## config.mk

```make
export PLATFORM = sky130hd
export DESIGN_NAME = srb_sequencer
export DESIGN_NICKNAME = d
export VERILOG_FILES = /design/src/rtl/srb_pkg.sv /design/src/rtl/srb_timer.sv /design/src/rtl/srb_sequencer.sv
export SDC_FILE = /design/constraint.sdc
export NUM_CORES = 1
export LEC_CHECK = 0
export ABC_AREA = 1
export BUFFER_PORTS_ARGS = -buffer_cell sky130_fd_sc_hd__buf_2
export CAP_MARGIN = 5
export CORE_MARGIN = 3
export CORE_UTILIZATION = 55
export DETAILED_ROUTE_END_ITERATION = 16
export PLACE_DENSITY = 0.75
export REMOVE_ABC_BUFFERS = 1
export SLEW_MARGIN = 10
export SYNTH_ARGS = -nofsm -noshare
export SYNTH_HDL_FRONTEND = slang
export SYNTH_SLANG_ARGS = --single-unit
```

## constraint.sdc

```tcl
create_clock -name clk -period 5.1 [get_ports clk]
set_input_delay 0.51 -clock clk [delete_from_list [all_inputs] [get_ports clk]]
set_output_delay 0.51 -clock clk [all_outputs]
set_load 0.01 [all_outputs]
```

## src/rtl/srb_pkg.sv

```systemverilog
package srb_pkg;
	// clock rate and printed times
	localparam int CLK_MHZ = 200;
	localparam int QUAL_TIME_MS = 10;
	localparam int BOOT_DELAY_MS = 200;
	localparam int RETRY_TIME_MS = 1000;
	localparam int CYC_PER_MS = CLK_MHZ * 1000;

	// timer width covers the one-second retry at 200 MHz
	localparam int TMR_W = 28;
	localparam logic [TMR_W-1:0] QUAL_CYC = TMR_W'(QUAL_TIME_MS * CYC_PER_MS);
	localparam logic [TMR_W-1:0] BOOT_DELAY_CYC = TMR_W'(BOOT_DELAY_MS * CYC_PER_MS);
	localparam logic [TMR_W-1:0] RETRY_CYC = TMR_W'(RETRY_TIME_MS * CYC_PER_MS);

	// eeprom image layout: marker word, length word, payload, checksum word
	localparam int WORD_W = 16;
	localparam int EEP_AW = 16;
	localparam int PROGRAM_RAM_AW = 14;
	localparam logic [WORD_W-1:0] PROGRAM_RAM_DEPTH = 16'h3000;
	localparam logic [WORD_W-1:0] BOOT_MARKER = 16'hA5C3; // arbitrary value
	localparam logic [EEP_AW-1:0] IDX_MARKER = 16'h0000;
	localparam logic [EEP_AW-1:0] IDX_LENGTH = 16'h0001;
	localparam logic [EEP_AW-1:0] IMG_HDR_WORDS = 16'h0002;
	localparam logic [PROGRAM_RAM_AW-1:0] BOOT_START_ADDR = 14'h0000;

	typedef enum logic [1:0] {PS_OFF, PS_POR, PS_RUN} srb_sup_state_t;
	typedef enum logic [2:0] {BT_IDLE, BT_DELAY, BT_REQ, BT_WAIT, BT_PC, BT_DONE, BT_RETRY} srb_boot_state_t;

	typedef struct packed {
		logic req;
		logic [EEP_AW-1:0] addr;
	} srb_eep_req_t;

	typedef struct packed {
		logic valid;
		logic err;
		logic [WORD_W-1:0] data;
	} srb_eep_ans_t;

	typedef struct packed {
		logic we;
		logic [PROGRAM_RAM_AW-1:0] addr;
		logic [WORD_W-1:0] data;
	} srb_program_ram_wr_t;
endpackage : srb_pkg

```

## src/rtl/srb_timer.sv

```systemverilog
`timescale 1ns/1ps
module srb_timer
	import srb_pkg::*;
(
	// clock and reset
	input wire logic clk,
	input wire logic rst,
	// control
	input wire logic clear,
	input wire logic run,
	input wire logic [srb_pkg::TMR_W-1:0] limit,
	// status
	output logic done
);
	logic [TMR_W-1:0] cnt_r;

	// counts run cycles, saturates at the limit, holds while run is low
	always_ff @(posedge clk)
	begin
		if (rst || clear)
			cnt_r <= '0;
		else if (run && !done)
			cnt_r <= cnt_r + TMR_W'(1);
	end

	assign done = (cnt_r == limit);
endmodule : srb_timer

```

## src/rtl/srb_sequencer.sv

```systemverilog
`timescale 1ns/1ps
// Summary of operation
// [RULE_01] a power-up reset pulse returns every control and core register to default
// [RULE_02] audio outputs stay muted through power-on until software releases them
// [RULE_03] first eeprom read starts 200 ms after the power-up reset
// [RULE_04] image is checked whole first; only a validated image is written to program_ram
// [RULE_05] on an eeprom read error outputs mute and boot retries after one second
// [RULE_06] after loading, program counter is loaded with the bootloader start address
// [RULE_07] power-up reset only after supply above start level for qualification time
// [RULE_08] supply below off level shuts down all functional units including audio
// [RULE_09] after shutdown, a new power-up reset needs a fresh qualification
// [RULE_10] once running, only falling below the lower off level powers down
// [RULE_11] qualification timer restarts when supply drops below off level early
// [RULE_12] boot retries repeat forever, each from the first boot stage
module srb_sequencer
	import srb_pkg::*;
#(
	parameter logic [srb_pkg::TMR_W-1:0] QUAL_CYCLES = srb_pkg::QUAL_CYC,
	parameter logic [srb_pkg::TMR_W-1:0] BOOT_DELAY_CYCLES = srb_pkg::BOOT_DELAY_CYC,
	parameter logic [srb_pkg::TMR_W-1:0] RETRY_CYCLES = srb_pkg::RETRY_CYC
)
(
	// clock and reset
	input wire logic clk,
	input wire logic rst,
	// supply comparators, asynchronous
	input wire logic supplyAboveStartIn,
	input wire logic supplyAboveOffIn,
	// eeprom word reader
	output srb_pkg::srb_eep_req_t eepReq,
	input wire srb_pkg::srb_eep_ans_t eepAns,
	// program_ram write port
	output srb_pkg::srb_program_ram_wr_t pramWr,
	// dsp_core control
	output logic pcLoad,
	output logic [srb_pkg::PROGRAM_RAM_AW-1:0] pcAddr,
	output logic porReset,
	output logic unitsEnable,
	// audio path
	input wire logic muteRelease,
	output logic audioMute,
	output logic bootDone
);
	logic startMeta_r, startSync_r, offMeta_r, offSync_r;
	srb_sup_state_t supState_r;
	srb_boot_state_t bootState_r;
	logic qualDone, bootTmrDone, running;
	logic loadPass_r, released_r;
	logic [EEP_AW-1:0] wordIdx_r, idxLast, payIdx;
	logic [WORD_W-1:0] imgLen_r, sum_r;

	// comparator levels pass two flip-flops before use
	always_ff @(posedge clk)
	begin
		if (rst)
		begin
			startMeta_r <= 1'b0;
			startSync_r <= 1'b0;
			offMeta_r <= 1'b0;
			offSync_r <= 1'b0;
		end
		else
		begin
			startMeta_r <= supplyAboveStartIn;
			startSync_r <= startMeta_r;
			offMeta_r <= supplyAboveOffIn;
			offSync_r <= offMeta_r;
		end
	end

	// qualification: counts while above start; any dip below start begins it again
	srb_timer u_qual_tmr (
		.clk(clk),
		.rst(rst),
		.clear(!startSync_r || !offSync_r || supState_r != PS_OFF), // [RULE_11] [RULE_09] [RULE_07]
		.run(startSync_r), // [RULE_07]
		.limit(QUAL_CYCLES),
		.done(qualDone)
	);

	// supply state: leaves run only below the off level, not the start level
	always_ff @(posedge clk)
	begin
		if (rst)
			supState_r <= PS_OFF;
		else
			unique case (supState_r)
				PS_OFF: if (qualDone && startSync_r && offSync_r) supState_r <= PS_POR; // [RULE_07]
				PS_POR: supState_r <= PS_RUN;
				PS_RUN: if (!offSync_r) supState_r <= PS_OFF; // [RULE_10] [RULE_08]
			endcase
	end

	assign running = (supState_r == PS_RUN);

	// reset pulse and unit enable, both registered
	always_ff @(posedge clk)
	begin
		if (rst)
		begin
			porReset <= 1'b0;
			unitsEnable <= 1'b0;
		end
		else
		begin
			porReset <= (supState_r == PS_OFF) && qualDone && startSync_r && offSync_r; // [RULE_01]
			unitsEnable <= (supState_r == PS_POR) || (running && offSync_r); // [RULE_08]
		end
	end

	// one timer serves the start delay and the retry pause
	srb_timer u_boot_tmr (
		.clk(clk),
		.rst(rst),
		.clear(bootState_r != BT_DELAY && bootState_r != BT_RETRY),
		.run(1'b1),
		.limit(bootState_r == BT_DELAY ? BOOT_DELAY_CYCLES : RETRY_CYCLES),
		.done(bootTmrDone)
	);

	assign idxLast = imgLen_r + IMG_HDR_WORDS;
	assign payIdx = wordIdx_r - IMG_HDR_WORDS;

	// boot sequence; anything but running drops it back to idle
	always_ff @(posedge clk)
	begin
		if (rst || !running)
			bootState_r <= BT_IDLE; // [RULE_01]
		else
			unique case (bootState_r)
				BT_IDLE: bootState_r <= BT_DELAY;
				BT_DELAY: if (bootTmrDone) bootState_r <= BT_REQ; // [RULE_03]
				BT_REQ: bootState_r <= BT_WAIT;
				BT_WAIT:
				begin
					if (eepAns.err)
						bootState_r <= BT_RETRY; // [RULE_05]
					else if (eepAns.valid)
					begin
						if (wordIdx_r == IDX_MARKER && eepAns.data != BOOT_MARKER)
							bootState_r <= BT_RETRY; // [RULE_04]
						else if (wordIdx_r == IDX_LENGTH && (eepAns.data == '0 || eepAns.data > PROGRAM_RAM_DEPTH))
							bootState_r <= BT_RETRY; // [RULE_04]
						else if (wordIdx_r == idxLast && eepAns.data != sum_r)
							bootState_r <= BT_RETRY; // [RULE_04]
						else if (wordIdx_r == idxLast && loadPass_r)
							bootState_r <= BT_PC;
						else
							bootState_r <= BT_REQ;
					end
				end
				BT_PC: bootState_r <= BT_DONE; // [RULE_06]
				BT_DONE: bootState_r <= BT_DONE;
				BT_RETRY: if (bootTmrDone) bootState_r <= BT_REQ; // [RULE_12]
			endcase
	end

	// word index, length, running sum and pass; a retry starts over at word zero
	always_ff @(posedge clk)
	begin
		if (rst || bootState_r == BT_DELAY || bootState_r == BT_RETRY)
		begin
			wordIdx_r <= '0; // [RULE_12]
			loadPass_r <= 1'b0;
			imgLen_r <= '0;
			sum_r <= '0;
		end
		else if (bootState_r == BT_WAIT && eepAns.valid && !eepAns.err)
		begin
			if (wordIdx_r == IDX_LENGTH)
				imgLen_r <= eepAns.data;
			if (wordIdx_r >= IMG_HDR_WORDS && wordIdx_r < idxLast)
				sum_r <= sum_r + eepAns.data;
			if (wordIdx_r == idxLast)
			begin
				// second pass re-reads the image; no buffer needed for the check
				loadPass_r <= 1'b1; // [RULE_04]
				wordIdx_r <= '0;
				sum_r <= '0;
			end
			else
				wordIdx_r <= wordIdx_r + EEP_AW'(1);
		end
	end

	// read request, one-cycle pulse per word
	always_ff @(posedge clk)
	begin
		if (rst)
			eepReq <= '0;
		else
		begin
			eepReq.req <= running && (bootState_r == BT_REQ); // [RULE_03]
			eepReq.addr <= wordIdx_r;
		end
	end

	// program_ram writes happen only on the second, already checked, pass
	always_ff @(posedge clk)
	begin
		if (rst)
			pramWr <= '0;
		else
		begin
			pramWr.we <= running && bootState_r == BT_WAIT && eepAns.valid && !eepAns.err && loadPass_r
				&& wordIdx_r >= IMG_HDR_WORDS && wordIdx_r < idxLast; // [RULE_04]
			pramWr.addr <= payIdx[PROGRAM_RAM_AW-1:0];
			pramWr.data <= eepAns.data;
		end
	end

	// program counter load and boot status
	always_ff @(posedge clk)
	begin
		if (rst)
		begin
			pcLoad <= 1'b0;
			pcAddr <= BOOT_START_ADDR;
			bootDone <= 1'b0;
		end
		else
		begin
			pcLoad <= running && (bootState_r == BT_PC); // [RULE_06]
			pcAddr <= BOOT_START_ADDR;
			bootDone <= running && (bootState_r == BT_DONE);
		end
	end

	// mute holds until booted and released; shutdown or reset mutes again
	always_ff @(posedge clk)
	begin
		if (rst || !running || bootState_r != BT_DONE)
		begin
			released_r <= 1'b0;
			audioMute <= 1'b1; // [RULE_02] [RULE_05]
		end
		else
		begin
			if (muteRelease)
				released_r <= 1'b1;
			audioMute <= !(released_r || muteRelease);
		end
	end
endmodule : srb_sequencer

```

==> flow_summary.json <==
{
  "grt_usage_pct": 23.62,
  "finalMaxSlewViolations": 0,
  "diodes": 0,
  "worst_pin_slew_ps": 1027,
  "place_area_um2": 9427,
  "synth_warnings": 0,
  "die_height_um": 133.6,
  "p_leak_nw": 4.311,
  "ctsHtreeMaxLevel": 4,
  "end_kind": "flip-flop",
  "yosysSeqAreaShare_pct": 37.32,
  "setup_violations": 0,
  "cp.arrival_ps": 3800,
  "pre_cts_slack_ps": 1753,
  "synth_cell_types": 45,
  "layout-drive-gt1-share_pct": 11.40,
  "finClkSkew_ps": 11.71,
  "stdcell_area_um2": 10020,
  "drtIter0Drc": 656,
  "cts_tree": "yes",
  "worstHoldPathCells": 3,
  "hold_violations": 0,
  "wl_mm": 21.22,
  "antenna_left": 0,
  "clk_latency_ps": 430,
  "netlist.area_leader.share_pct": 37.32,
  "holdBufCountCts": 0,
  "min_period_ps": 3451,
  "cp_max_fo": 11,
  "cts_inserted_buffers": 17,
  "clockBufferDepth": 2,
  "max-cap-violations": 0,
  "post_cts_buffers": 0,
  "clk_pin_slew_ps": 70,
  "cp.required_ps": 5450,
  "cts_root_buf": "clkbuf_16",
  "syn_inst": 1279,
  "dieArea_um2": 17860,
  "wl_per_cell_um": 13.46,
  "boundaryPins": 90,
  "grt_pass1_vias": 7443,
  "synth_area_leaders": "dfxtp_1 37%, nand2_1 11%, a21oi_1 7.4%, nor2_1 6.5%, ha_1 6.3%",
  "final_nets": 1416,
  "vias": 8322,
  "placement.io_buffers": 75,
  "drc": 0,
  "outcome": "complete, no violations",
  "vdd_drop_max_mv": 0.2390,
  "avgSynthCellArea_um2": 7.004,
  "antenna_found_initial": 0,
  "cts_sinks": 167,
  "powerDensity_nw_per_um2": 272.2,
  "gp_congestion": 0.9382,
  "async_flop_share_pct": 0,
  "hpwlAfterDp_mm": 15.69,
  "hold_class": "in -> reg",
  "r2r_cells": 15,
  "synth-seq-cells": 167,
  "rsz0062_at_grt": "no",
  "fp.dieW_um": 133.6,
  "netlist_area_um2": 8959,
  "start_util_pct": 56.40,
  "fmaxAchievable_mhz": 289.8,
  "worstSetupPathType": "reg -> reg",
  "startpoint_type": "flip-flop",
  "overflow": 0,
  "relSlewSlack_pct": 31.37,
  "min_period_over_period_pct": 67.66,
  "rrSetupSlack_ps": 1650,
  "first_pass_iters": 5,
  "grt_pass1_wl_mm": 34.90,
  "rows": 46,
  "via_per_inst": 5.280,
  "synth-edff-count": 0,
  "core_area_um2": 15890,
  "synth_top_area_cell": "dfxtp_1",
  "grt_start_max_net_pins": 34,
  "synthFlopType": "dfxtp_1",
  "tns_ps": 0,
  "cts_resized": 0,
  "area_growth_pct": 11.82,
  "worst_slack_ps": 1649
}
[through the flow]
step / instances / total power [mW] / util (%) / hold WS [ps]
6_report: 1576 / 2.727 / 63.06 / 288.8
5_1_grt: 1576 / 2.814 / 63.06 / 295.7
4_1_cts: 1576 / 2.740 / 63.06 / 276.6
3_5_place_dp: 1544 / 1.458 / 59.34 / 415.8
3_3_place_gp: 1544 / 1.458 / 59.34 / 402.1
2_1_floorplan: 1250 / 1.409 / - / 388.3
[power breakdown]
| part | switching (mW) | internal, mW | leakage (nW) |
|---|---|---|---|
| Combinational | 0.0749 | 0.0328 | 2.66 |
| Sequential | 0.00395 | 1.32 | 1.35 |
| Clock | 0.537 | 0.761 | 0.297 |
| Total | 0.616 | 2.11 | 4.31 |
[routing by layer]
| layer | part of all wire (%) | up-vias | global-route usage (%) |
|---|---|---|---|
| met5 | 0 | - | 0 |
| met4 | 1.7 | 0 | 7.543 |
| met3 | 4.7 | 37 | 3.588 |
| met2 | 49 | 227 | 40.91 |
| met1 | 45 | 3780 | 30.34 |
| li1 | - | 4278 | - |
[kinds of logic (layout without fill, tap and decap cells)]
| family | after synthesis | in the layout | share of synthesized area [%] |
|---|---|---|---|
| AO/OA/AOI/OAI | 209 | 209 | 12.07 |
| XOR/XNOR | 39 | 39 | 3.813 |
| adder cells (fa/ha/maj) | 46 | 46 | 6.508 |
| buffers and inverters | 197 | 265 | 9.274 |
| flip-flops | 167 | 167 | 37.32 |
| other | 1 | 14 | 0.04186 |
| AND/OR/NAND/NOR | 620 | 620 | 30.98 |
[sequential cells by signal, summed over array words and instances, names as in the netlist, 2 cells and up]
register and cells:
eepReq 17, pramWr 30, bootState_r 3, sum_r 16, u_qual_tmr.cnt_r 28, wordIdx_r 16
u_boot_tmr.cnt_r 28, imgLen_r 16, supState_r 2
[placed cells by master (no fill, tap or decap), types with 31 or more instances in the layout]
| cell | netlist | layout |
|---|---|---|
| dfxtp_1 | 167 | 167 |
| nor2_1 | 155 | 155 |
| inv_1 | 149 | 149 |
| a21oi_1 | 132 | 132 |
| xor2_1 | 31 | 31 |
| o21ai_0 | 63 | 63 |
| nand3_1 | 69 | 69 |
| buf_2 | 10 | 75 |
| nand2_1 | 265 | 265 |
| ha_1 | 45 | 45 |
| nor3_1 | 49 | 49 |
[layout make-up]
| class | instances | area (µm²) |
|---|---|---|
| sequential | 167 | 3343 |
| inverter | 155 | 581.8 |
| fill | 1483 | 5868 |
| timing repair buffer | 78 | 397.9 |
| multi-input combinational | 928 | 4833 |
| tap | 216 | 270.3 |
| clock inverter | 11 | 120.1 |
| clock buffer | 21 | 470.5 |
[worst paths after layout]
check / endpoint / start
worst max-delay path: sum_r[12] / imgLen_r[1]
worst min-delay path: startMeta_r / supplyAboveStartIn
worst max register to register: sum_r[12] / imgLen_r[1]
worst min register to register: offSync_r / offMeta_r
[synth_stat cells (2+ instances only)]
cell,count
nand2_1,265
dfxtp_1,167
nor2_1,155
inv_1,149
a21oi_1,132
nand3_1,69
o21ai_0,63
nor3_1,49
ha_1,45
xor2_1,31
nand4_1,25
buf_4,15
clkbuf_1,13
or2_2,13
nor4_1,11
buf_2,10
nor2_2,8
xnor2_1,8
inv_2,6
nand3_2,4
nor2_4,4
buf_6,3
nand2_2,3
nand3b_1,3
o21a_1,3
a21o_1,2
a31oi_1,2
nor3_2,2
nor3_4,2
o31ai_1,2
[worst max-delay path, stage by stage (launching register included)]
cell	delay, ps
dfxtp_1	380
ha_1	200
nand3_1	110
nor2_1	160
nand2_1	90
nor2_1	220
nand3_1	130
xor2_1	170
ha_1	290
a21oi_1	130
o21ai_0	120
nor3_1	200
nand2_1	150
nor2_1	700
nand3_1	140
a21oi_1	190
No activity file was read; power rests on OpenSTA's default activity.
